===== src/logic/node_cfg_defs.svh =====
// Register offsets, field positions and reset values of the node configuration bank
`ifndef NODE_CFG_DEFS_SVH
`define NODE_CFG_DEFS_SVH

`define ADDR_SWITCH_LOCK      8'h04
`define ADDR_NODE_ID          8'h05
`define ADDR_PLL_SETTINGS     8'h06
`define ADDR_SWITCH_DIV       8'h07
`define ADDR_REF_DIV          8'h08
`define ADDR_SCAN_ID          8'h09
`define ADDR_USER_CODE        8'h0A
`define ADDR_DIR_LOW          8'h0C
`define ADDR_DIR_HIGH         8'h0D
`define ADDR_RESV_A           8'h10
`define ADDR_RESV_B           8'h11
`define ADDR_DEBUG_SRC        8'h1F

`define BIT_CTL_LOCK          31
`define BIT_PLL_LOCK          8
`define BIT_HEADER_ONE        0
`define BIT_PLL_NO_RESET      31
`define BIT_PLL_NO_WAIT       30
`define BIT_PLL_BYPASS        29
`define BIT_PLL_JTAG_BOOT     28
`define PLL_OUT_DIV_HI        25
`define PLL_OUT_DIV_LO        23
`define PLL_FB_MUL_HI         20
`define PLL_FB_MUL_LO         8
`define PLL_IN_DIV_HI         6
`define PLL_IN_DIV_LO         0
`define PLL_WRITE_MASK        32'hF39F_FF7F
`define USER_FIX_HI           17
`define USER_OTP_LO           18

`define RST_SWITCH_DIV        16'h0000
`define RST_REF_DIV           16'h0003
`define RST_NODE_ID           16'h0000
`define RST_PLL               32'h0000_0000
`define RST_DIRS              32'h0000_0000
`define RST_RESV              2'h0
`define RST_DEBUG             2'h0
`define SCAN_ID_VALUE         32'h0000_0001
`define USER_FIX_VALUE        18'h00000

`endif


===== src/logic/node_cfg_pkg.sv =====
// Types shared by the node configuration bank
package node_cfg_pkg;
    typedef struct packed {
        logic        valid;
        logic        write;
        logic [7:0]  addr;
        logic [31:0] wdata;
    } cfg_req_t;

    typedef struct packed {
        logic        valid;
        logic [31:0] rdata;
    } cfg_rsp_t;

    typedef struct packed {
        logic [2:0]  out_div;
        logic [12:0] fb_mul;
        logic [6:0]  in_div;
        logic        bypass;
        logic        jtag_boot;
        logic        no_wait;
    } pll_cfg_t;
endpackage : node_cfg_pkg


===== src/logic/node_config_registers.sv =====
// Node configuration register bank with routing lookup and PLL write reset
`include "node_cfg_defs.svh"
// What this block does
// - Switch lock bit 31 set refuses writes to switch control registers; resets zero.
// - Bit 8 set blocks writes to the PLL control register; resets zero.
// - Bit 0 selects header length: zero two bytes, one one byte.
// - Node identifier holds a writable 16-bit number, reset zero, upper bits zero.
// - A PLL settings write while the reset sequencer is in RS_IDLE resets the tile unless suppressed.
// - Written PLL bit 31 set skips the reset.
// - PLL bit 30 set means no wait for re-lock; only for gradual changes.
// - PLL bit 29 set bypasses the PLL.
// - PLL bit 28 set forces boot from JTAG.
// - Output divider field holds divider minus one, range one to eight.
// - Feedback multiplier field holds ratio minus one, range one to 8192.
// - Input divider field holds divider minus one, range one to 128.
// - Writable 16-bit switch clock ratio, reset zero.
// - Writable 16-bit reference clock ratio, reset three.
// - User code reads OTP value high and fixed ID code in low 18 bits.
// - Packets route by most significant bit where destination differs from node ID.
// - Low directions: eight nibbles for positions 7..0, nibble k at 4k+3:4k.
// - High directions: positions 15..8, position 8 lowest nibble, reset zero.
// - Debug source flags which core raised the last global debug event.
module node_config_registers #(
    parameter int              RESET_CYCLES = 4,
    parameter logic [31:0]     SCAN_ID      = `SCAN_ID_VALUE,  // Arbitrary value
    parameter logic [17:0]     USER_FIX     = `USER_FIX_VALUE  // Arbitrary value
) (
    input  wire logic                    i_clk,
    input  wire logic                    i_resetn,
    input  wire node_cfg_pkg::cfg_req_t  i_req,
    output node_cfg_pkg::cfg_rsp_t       o_rsp,
    input  wire logic [13:0]             i_otp_user,
    input  wire logic                    i_dbg_event,
    input  wire logic [1:0]              i_dbg_cores,
    input  wire logic                    i_pll_locked,
    input  wire logic [15:0]             i_dest_id,
    output logic                         o_header_one_byte,
    output logic                         o_ctl_locked,
    output logic [15:0]                  o_node_id,
    output node_cfg_pkg::pll_cfg_t       o_pll,
    output logic [15:0]                  o_switch_div,
    output logic [15:0]                  o_ref_div,
    output logic                         o_tile_reset,
    output logic                         o_route_local,
    output logic [3:0]                   o_route_dir
);
    typedef enum logic [2:0] {
        RS_IDLE = 3'b001,
        RS_HOLD = 3'b010,
        RS_LOCK = 3'b100
    } rst_state_t;

    logic        ctl_lock;
    logic        pll_lock;
    logic        header_one;
    logic [15:0] node_id;
    logic [31:0] pll_reg;
    logic [15:0] switch_div;
    logic [15:0] ref_div;
    logic [31:0] dirs_low;
    logic [31:0] dirs_high;
    logic [1:0]  resv_a;
    logic [1:0]  resv_b;
    logic [1:0]  debug_src;
    logic        debug_resv;
    rst_state_t  rst_state;
    logic [7:0]  rst_count;
    logic [31:0] next_rdata;
    logic        wr;
    logic        wr_ctl;
    logic        wr_pll;
    logic        route_local;
    logic [3:0]  route_dir;

    assign wr     = i_req.valid && i_req.write;
    assign wr_ctl = wr && !ctl_lock;
    assign wr_pll = wr && !pll_lock && (i_req.addr == `ADDR_PLL_SETTINGS);

    // Lock bits are writable only while the control lock is clear, so it sticks once set
    always_ff @(posedge i_clk) begin
        if (!i_resetn) begin
            ctl_lock   <= 1'b0;
            pll_lock   <= 1'b0;
            header_one <= 1'b0;
        end else if (wr_ctl && i_req.addr == `ADDR_SWITCH_LOCK) begin
            ctl_lock   <= i_req.wdata[`BIT_CTL_LOCK];
            pll_lock   <= i_req.wdata[`BIT_PLL_LOCK];
            header_one <= i_req.wdata[`BIT_HEADER_ONE];
        end
    end

    always_ff @(posedge i_clk) begin
        if (!i_resetn) begin
            node_id <= `RST_NODE_ID;
        end else if (wr_ctl && i_req.addr == `ADDR_NODE_ID) begin
            node_id <= i_req.wdata[15:0];
        end
    end

    // Fields keep their minus-one encoding; reserved bits are masked off
    always_ff @(posedge i_clk) begin
        if (!i_resetn) begin
            pll_reg <= `RST_PLL;
        end else if (wr_pll) begin
            pll_reg <= i_req.wdata & `PLL_WRITE_MASK;
        end
    end

    always_ff @(posedge i_clk) begin
        if (!i_resetn) begin
            switch_div <= `RST_SWITCH_DIV;
            ref_div    <= `RST_REF_DIV;
        end else if (wr_ctl && i_req.addr == `ADDR_SWITCH_DIV) begin
            switch_div <= i_req.wdata[15:0];
        end else if (wr_ctl && i_req.addr == `ADDR_REF_DIV) begin
            ref_div <= i_req.wdata[15:0];
        end
    end

    always_ff @(posedge i_clk) begin
        if (!i_resetn) begin
            dirs_low  <= `RST_DIRS;
            dirs_high <= `RST_DIRS;
            resv_a    <= `RST_RESV;
            resv_b    <= `RST_RESV;
        end else if (wr_ctl && i_req.addr == `ADDR_DIR_LOW) begin
            dirs_low <= i_req.wdata;
        end else if (wr_ctl && i_req.addr == `ADDR_DIR_HIGH) begin
            dirs_high <= i_req.wdata;
        end else if (wr_ctl && i_req.addr == `ADDR_RESV_A) begin
            resv_a <= i_req.wdata[1:0];
        end else if (wr_ctl && i_req.addr == `ADDR_RESV_B) begin
            resv_b <= i_req.wdata[1:0];
        end
    end

    // A debug event wins over a software write in the same cycle
    always_ff @(posedge i_clk) begin
        if (!i_resetn) begin
            debug_src  <= `RST_DEBUG;
            debug_resv <= 1'b0;
        end else if (i_dbg_event) begin
            debug_src <= i_dbg_cores;
        end else if (wr_ctl && i_req.addr == `ADDR_DEBUG_SRC) begin
            debug_src  <= i_req.wdata[1:0];
            debug_resv <= i_req.wdata[4];
        end
    end

    // Tile reset sequencer: hold reset, then wait for PLL lock unless told not to
    always_ff @(posedge i_clk) begin
        if (!i_resetn) begin
            rst_state    <= RS_IDLE;
            rst_count    <= 8'h00;
            o_tile_reset <= 1'b0;
        end else begin
            case (rst_state)
                RS_IDLE: begin
                    if (wr_pll && !i_req.wdata[`BIT_PLL_NO_RESET]) begin
                        rst_state    <= RS_HOLD;
                        rst_count    <= 8'(RESET_CYCLES - 1);
                        o_tile_reset <= 1'b1;
                    end
                end
                RS_HOLD: begin
                    if (rst_count != 8'h00) begin
                        rst_count <= rst_count - 8'h01;
                    end else if (pll_reg[`BIT_PLL_NO_WAIT] || i_pll_locked) begin
                        rst_state    <= RS_IDLE;
                        o_tile_reset <= 1'b0;
                    end else begin
                        rst_state <= RS_LOCK;
                    end
                end
                RS_LOCK: begin
                    if (i_pll_locked) begin
                        rst_state    <= RS_IDLE;
                        o_tile_reset <= 1'b0;
                    end
                end
                default: begin
                    rst_state    <= RS_IDLE;
                    o_tile_reset <= 1'b0;
                end
            endcase
        end
    end

    always_comb begin
        next_rdata = 32'h0000_0000;
        if (i_req.addr == `ADDR_SWITCH_LOCK) begin
            next_rdata[`BIT_CTL_LOCK]   = ctl_lock;
            next_rdata[`BIT_PLL_LOCK]   = pll_lock;
            next_rdata[`BIT_HEADER_ONE] = header_one;
        end else if (i_req.addr == `ADDR_NODE_ID) begin
            next_rdata[15:0] = node_id;
        end else if (i_req.addr == `ADDR_PLL_SETTINGS) begin
            next_rdata = pll_reg;
        end else if (i_req.addr == `ADDR_SWITCH_DIV) begin
            next_rdata[15:0] = switch_div;
        end else if (i_req.addr == `ADDR_REF_DIV) begin
            next_rdata[15:0] = ref_div;
        end else if (i_req.addr == `ADDR_SCAN_ID) begin
            next_rdata = SCAN_ID;
        end else if (i_req.addr == `ADDR_USER_CODE) begin
            next_rdata = {i_otp_user, USER_FIX};
        end else if (i_req.addr == `ADDR_DIR_LOW) begin
            next_rdata = dirs_low;
        end else if (i_req.addr == `ADDR_DIR_HIGH) begin
            next_rdata = dirs_high;
        end else if (i_req.addr == `ADDR_RESV_A) begin
            next_rdata[1:0] = resv_a;
        end else if (i_req.addr == `ADDR_RESV_B) begin
            next_rdata[1:0] = resv_b;
        end else if (i_req.addr == `ADDR_DEBUG_SRC) begin
            next_rdata[4]   = debug_resv;
            next_rdata[1:0] = debug_src;
        end
    end

    // Every access is answered one cycle later; reads see stored values even when locked
    always_ff @(posedge i_clk) begin
        if (!i_resetn) begin
            o_rsp <= '0;
        end else begin
            o_rsp.valid <= i_req.valid;
            o_rsp.rdata <= (i_req.valid && !i_req.write) ? next_rdata : 32'h0000_0000;
        end
    end

    route_lookup #(
        .ID_W (16)
    ) u_route (
        .i_node_id (node_id),
        .i_dest_id (i_dest_id),
        .i_dirs    ({dirs_high, dirs_low}),
        .o_local   (route_local),
        .o_dir     (route_dir)
    );

    always_ff @(posedge i_clk) begin
        if (!i_resetn) begin
            o_route_local     <= 1'b1;
            o_route_dir       <= 4'h0;
            o_header_one_byte <= 1'b0;
            o_ctl_locked      <= 1'b0;
            o_node_id         <= 16'h0000;
            o_pll             <= '0;
            o_switch_div      <= `RST_SWITCH_DIV;
            o_ref_div         <= `RST_REF_DIV;
        end else begin
            o_route_local     <= route_local;
            o_route_dir       <= route_dir;
            o_header_one_byte <= header_one;
            o_ctl_locked      <= ctl_lock;
            o_node_id         <= node_id;
            o_pll.out_div     <= pll_reg[`PLL_OUT_DIV_HI:`PLL_OUT_DIV_LO];
            o_pll.fb_mul      <= pll_reg[`PLL_FB_MUL_HI:`PLL_FB_MUL_LO];
            o_pll.in_div      <= pll_reg[`PLL_IN_DIV_HI:`PLL_IN_DIV_LO];
            o_pll.bypass      <= pll_reg[`BIT_PLL_BYPASS];
            o_pll.jtag_boot   <= pll_reg[`BIT_PLL_JTAG_BOOT];
            o_pll.no_wait     <= pll_reg[`BIT_PLL_NO_WAIT];
            o_switch_div      <= switch_div;
            o_ref_div         <= ref_div;
        end
    end
endmodule : node_config_registers


===== src/logic/route_lookup.sv =====
// Routing direction lookup by most significant mismatching node identifier bit
`include "node_cfg_defs.svh"
module route_lookup #(
    parameter int ID_W = 16
) (
    input  wire logic [ID_W-1:0]   i_node_id,
    input  wire logic [ID_W-1:0]   i_dest_id,
    input  wire logic [4*ID_W-1:0] i_dirs,
    output logic                   o_local,
    output logic [3:0]             o_dir
);
    logic [ID_W-1:0] diff;
    assign diff = i_node_id ^ i_dest_id;

    always_comb begin
        o_local = 1'b1;
        o_dir   = 4'h0;
        for (int k = 0; k < ID_W; k++) begin
            if (diff[k]) begin
                o_local = 1'b0;
                o_dir   = i_dirs[4*k +: 4];
            end
        end
    end
endmodule : route_lookup


===== config.mk =====
export PLATFORM = sky130hd
export DESIGN_NAME = node_config_registers
export DESIGN_NICKNAME = d
export VERILOG_FILES = /design/src/logic/node_cfg_pkg.sv /design/src/logic/node_config_registers.sv /design/src/logic/route_lookup.sv
export VERILOG_INCLUDE_DIRS = /design/src /design/src/logic
export SDC_FILE = /design/constraint.sdc
export NUM_CORES = 1
export LEC_CHECK = 0
export BUFFER_PORTS_ARGS = -buffer_cell sky130_fd_sc_hd__buf_4
export CELL_PAD_IN_SITES_DETAIL_PLACEMENT = 1
export CELL_PAD_IN_SITES_GLOBAL_PLACEMENT = 2
export CORE_MARGIN = 2
export CORE_UTILIZATION = 34
export CTS_CLUSTER_SIZE = 14
export DETAILED_ROUTE_END_ITERATION = 12
export PLACE_DENSITY_LB_ADDON = 0.1
export SKIP_CTS_REPAIR_TIMING = 1
export SYNTH_ARGS = -nofsm -noshare
export SYNTH_HDL_FRONTEND = slang
export SYNTH_SLANG_ARGS = --single-unit

===== constraint.sdc =====
create_clock -name i_clk -period 2.05 [get_ports i_clk]
set_input_delay 0.3075 -clock i_clk [delete_from_list [all_inputs] [get_ports i_clk]]
set_output_delay 0.3075 -clock i_clk [all_outputs]
set_load 0.01 [all_outputs]

==> results.env <==
GPL.FINAL_WEIGHTED_CONGESTION=0.8638
SYNTH-SEQ-AREA-SHARE_PCT=49.26
STD_CELL_ROWS=66
HTREE_LEVELS=1
DRT_PRE_ANTENNA_ITERS=5
STATUS='finished, violations left'
POWER_DENSITY_mW_PER_MM2=794.1
WORST-ENDPOINT-ARRIVAL_NS=2.33
TOTAL_NEG_SETUP_SLACK_NS=0
YOSYSTOPAREACELLSHARE_PCT=49.26
SLEW_WORST_PIN_NS=0.5356
HOLD_SLACK_NS=-0.006080
PWR-SHARE-CLK_PCT=49.1
POSTSYNTHCELLCOUNT=1250
INSERTION_DELAY_NS=0.57
TIMING.FMAX_MHz=529.5
TIMING.CRITICAL_PATH.TO_TYPE='flip-flop'
SYNTH.DISTINCT_CELLS=58
INTPOWER_mW=9.083
LARGESTREGISTERS='o_rsp: 33 flops, dirs_high: 32 flops, dirs_low: 32 flops'
WORST_R2R_ENDPOINT='rst_count[3]'
TRITONCTS='done'
ROUTED_VIA_COUNT_DIVIDED_BY_CELL_COUNT=5.049
MAXIMUM_NUMBER_OF_PINS_ON_ONE_NET_BEFORE_GLOBAL_ROUTE_REPAIR=107
POSTSYNTH.TOPFLOPCELL='dfxtp_1'
NET-SWITCHING-POWER_mW=2.644
PATH_MAX_FANOUT=5
CLKSLEWWORSTSETUPHOLDPATHS_NS=0.06
FLIP_FLOP_COUNT_OF_THE_LARGEST_REGISTER_ALL_COPIES_AND_WORDS_ADDED=33
POSTROUTEWIRELENGTH_MICRONS=41000
FIN_UTIL_PCT=45.50
DRT-WIRELENGTH-PER-CELL_MICRONS=20.98
FINALHOLDVIOLCOUNT=2
FLOORPLAN.DIE_AREA_SQ_MM=0.03434
GRT_PASS1_WL_MICRONS=61720
VIAS=9866
DPL.CELL_COUNT=1895
POST_DETAIL_PLACE_HPWL_MICRONS=29330
DESIGN.FINAL.NETS=1568
COREAREA_SQ_MM=0.03245
REPORT.FINAL.SLEW_VIOL_COUNT=0
PLACEMENT.SETUP.WORST_SLACK_NS=-0.1018
SYNTH_FP_NETS=1330
WORSTSETUPENDPOINT='rst_count[3]'
ANTENNA_CELLS_INSERTED=0
SYNTH.CELL_AREA_SQ_MM=0.01118
GRT_SETUP_UNREPAIRED='false'
SETUP-VIOLATIONS-FINAL=0
REMAINING_DRC_ERRORS=0
NUM-FILL-CELLS=3796
POSTLAYOUTSETUPSLACKWORST_NS=0.1613
SYNTH-EDFF-COUNT=0
MIN_DELAY_PATH_DEPTH=3
FAILED_CHECKS='negative hold slack'
MAXCAPVIOLATIONS=0
GRT_TOTAL_OVFL=0
CLK_PATH_BUF_DEPTH=3
VIA_COUNT_OF_THE_FIRST_GLOBAL_ROUTING_PASS=10015
TIMING.HOLD.WORST.CLASS='input port to flip-flop'
CRIT_PATH_START='rst_count[0]'
POSTSYNTHREGISTERBITS=275
REGTOREGSTARTPOINT='rst_count[0]'
SLEW-LIMIT-HEADROOM_PCT=64.22
FLOORPLAN.DIE.WIDTH_MICRONS=185.3
SHARE_SEQ_OF_TOTAL_POWER_PCT=45.7
AREA_GROWTH_PCT=32.12
CTS-BUFFERS-INSERTED=31
NATURE_OF_THE_CRITICAL_PATH_STARTPOINT='flip-flop'
CTS.SINKS=275
FINAL_CELLS=1954
INITIAL_UTILIZATION_PCT=34.44
DIE-HEIGHT_MICRONS=185.3
FINAL_ANTENNA_NET_COUNT=0
IO-PIN-COUNT=193
GROUTE.USAGE.OVERALL_PCT=23.81
POWER_SWITCHING_SHARE_PCT=22.55
R2R_CELLS=8
POWER.IR.VDD_WORST_mV=0.6755
SYNTH_AREA_PER_CELL_SQ_UM=8.942
SYNTH_AREA_LEADERS='dfxtp_1, nand2_1, a21boi_0'
SYNTH_TOP_CELL_BY_AREA='dfxtp_1'
ASYNC_FLOP_SHARE_PCT=0
LEAKAGEPOWER_nW=5.698
POST_ROUTE_CELLS_DRIVE_ABOVE_1_SHARE_PCT=24.34
SUM_OF_INTERNAL_SWITCHING_AND_LEAKAGE_POWER_mW=11.73
DR.FIRST_ITER.DRC_COUNT=504
YS_WARN_COUNT=0
FINAL_PERIOD_MINUS_WORST_SETUP_SLACK_NS=1.889
FF2FF_SETUP_SLACK_NS=0.16
BUFFER_PORTS.INSERTED=192
CP_DATA_REQUIRED_TIME_NS=2.49
GRT_ANTENNA_BEFORE_REPAIR=0
FINAL.SETUP_SKEW_NS=0.01786
CTS-ROOT-BUF='clkbuf_16'
LAYOUT_WORST_PATH_CYCLE_SHARE_PCT=92.13
MAX_FLOP_REGISTER='o_rsp'
TYPE_OF_THE_WORST_SETUP_PATH='flip-flop to flip-flop'
COMBINATIONAL_CELL_FRACTION_OF_TOTAL_POWER_PCT=5.2
==> metrics by stage <==
stage | hold WS, ns | area (sq um)
after floorplan | 0.4332 | 11180
after global placement | 0.4559 | 13690
after detailed placement | 0.4644 | 13690
after CTS | -0.02061 | 14740
after global routing | 0.002497 | 14770
final | -0.006080 | 14770
==> synth_stat cells (4+ instances only) <==
cell / count
a21boi_0: 85
a21boi_1: 53
a21oi_1: 28
a221oi_1: 21
a22o_1: 5
a22oi_1: 37
and2_1: 80
buf_1: 4
buf_2: 14
buf_4: 7
buf_6: 6
clkbuf_1: 48
dfxtp_1: 275
inv_1: 5
mux2_2: 24
mux2i_1: 12
nand2_1: 317
nand2b_1: 9
nand3_1: 14
nor2_1: 56
nor2b_1: 15
nor3_1: 12
nor4_1: 5
o211ai_1: 8
o21ai_0: 15
o22a_1: 4
o22ai_1: 8
xnor2_1: 13
xor2_1: 14
==> cell type report <==
class,count,area [sq um],share of cell area [%]
Clock buffer,45,878.3,5.948
Clock inverter,12,171.4,1.161
Inverter,5,18.77,0.1271
Multi-Input combinational cell,890,5270,35.69
Sequential cell,275,5505,37.28
Tap cell,442,553.0,3.745
Timing Repair Buffer,285,2370,16.05
==> logic make-up after synthesis <==
kind of cell / count (synthesis) / share of synthesized area (%)
compound gates: 293 / 19.48
xor+xnor: 27 / 2.116
mux: 36 / 3.493
buf+inv: 85 / 3.660
fa+ha+maj: 2 / 0.2239
flops: 275 / 49.26
simple gates: 532 / 21.77
==> cells in the final DEF (no fill, tap or decap), types with 9 or more instances in the layout <==
| cell type | n |
|---|---|
| mux2_2 | 24 |
| nor2b_1 | 15 |
| clkbuf_1 | 9 |
| a21boi_0 | 85 |
| a221oi_1 | 21 |
| nor2_1 | 56 |
| buf_4 | 265 |
| nand3_1 | 14 |
| a22oi_1 | 37 |
| nand2_1 | 317 |
| and2_1 | 80 |
| mux2i_1 | 12 |
| a21oi_1 | 28 |
| a21boi_1 | 53 |
| clkbuf_16 | 31 |
| dfxtp_1 | 275 |
| xor2_1 | 13 |
| nand2b_1 | 9 |
| buf_12 | 18 |
| nor3_1 | 12 |
| xnor2_1 | 13 |
| o21ai_0 | 15 |
==> worst max-delay path, cell delays in order (launching register included) <==
cell and delay, ns:
dfxtp_1 0.40, inv_1 0.08, ha_1 0.20, nor3b_1 0.14
a211oi_2 0.32, inv_1 0.16, nor4_1 0.27, xnor2_1 0.16
nor2_1 0.05
==> power groups by stage <==
stage	combinational, mW	sequential, mW	clock, mW
2_1_floorplan	0.250	5.48	0
3_3_place_gp	0.612	5.48	0
3_5_place_dp	0.611	5.48	0
4_1_cts	0.612	5.36	5.87
5_1_grt	0.655	5.36	6.10
6_report	0.610	5.36	5.76
==> how the worst min path moves through the flow <==
stage,endpoint,slack [ns],startpoint
2_1_floorplan,o_ref_div[0],0.43,ref_div[0]
3_5_place_dp,switch_div[10],0.46,switch_div[10]
6_report,o_rsp[26],-0.006,i_otp_user[8]
3_3_place_gp,switch_div[11],0.46,switch_div[11]
5_1_grt,o_rsp[22],0.002,i_otp_user[4]
4_1_cts,o_rsp[22],-0.02,i_otp_user[4]
==> layer usage <==
| layer | part of all wire [%] | up-vias | global-route usage [%] |
|---|---|---|---|
| li1 | - | 4759 | - |
| met1 | 47 | 4851 | 32.55 |
| met2 | 48 | 209 | 40.45 |
| met3 | 3.7 | 47 | 2.694 |
| met4 | 1.7 | 0 | 4.825 |
| met5 | 0 | - | 0 |
No activity file was read; power rests on OpenSTA's default activity.
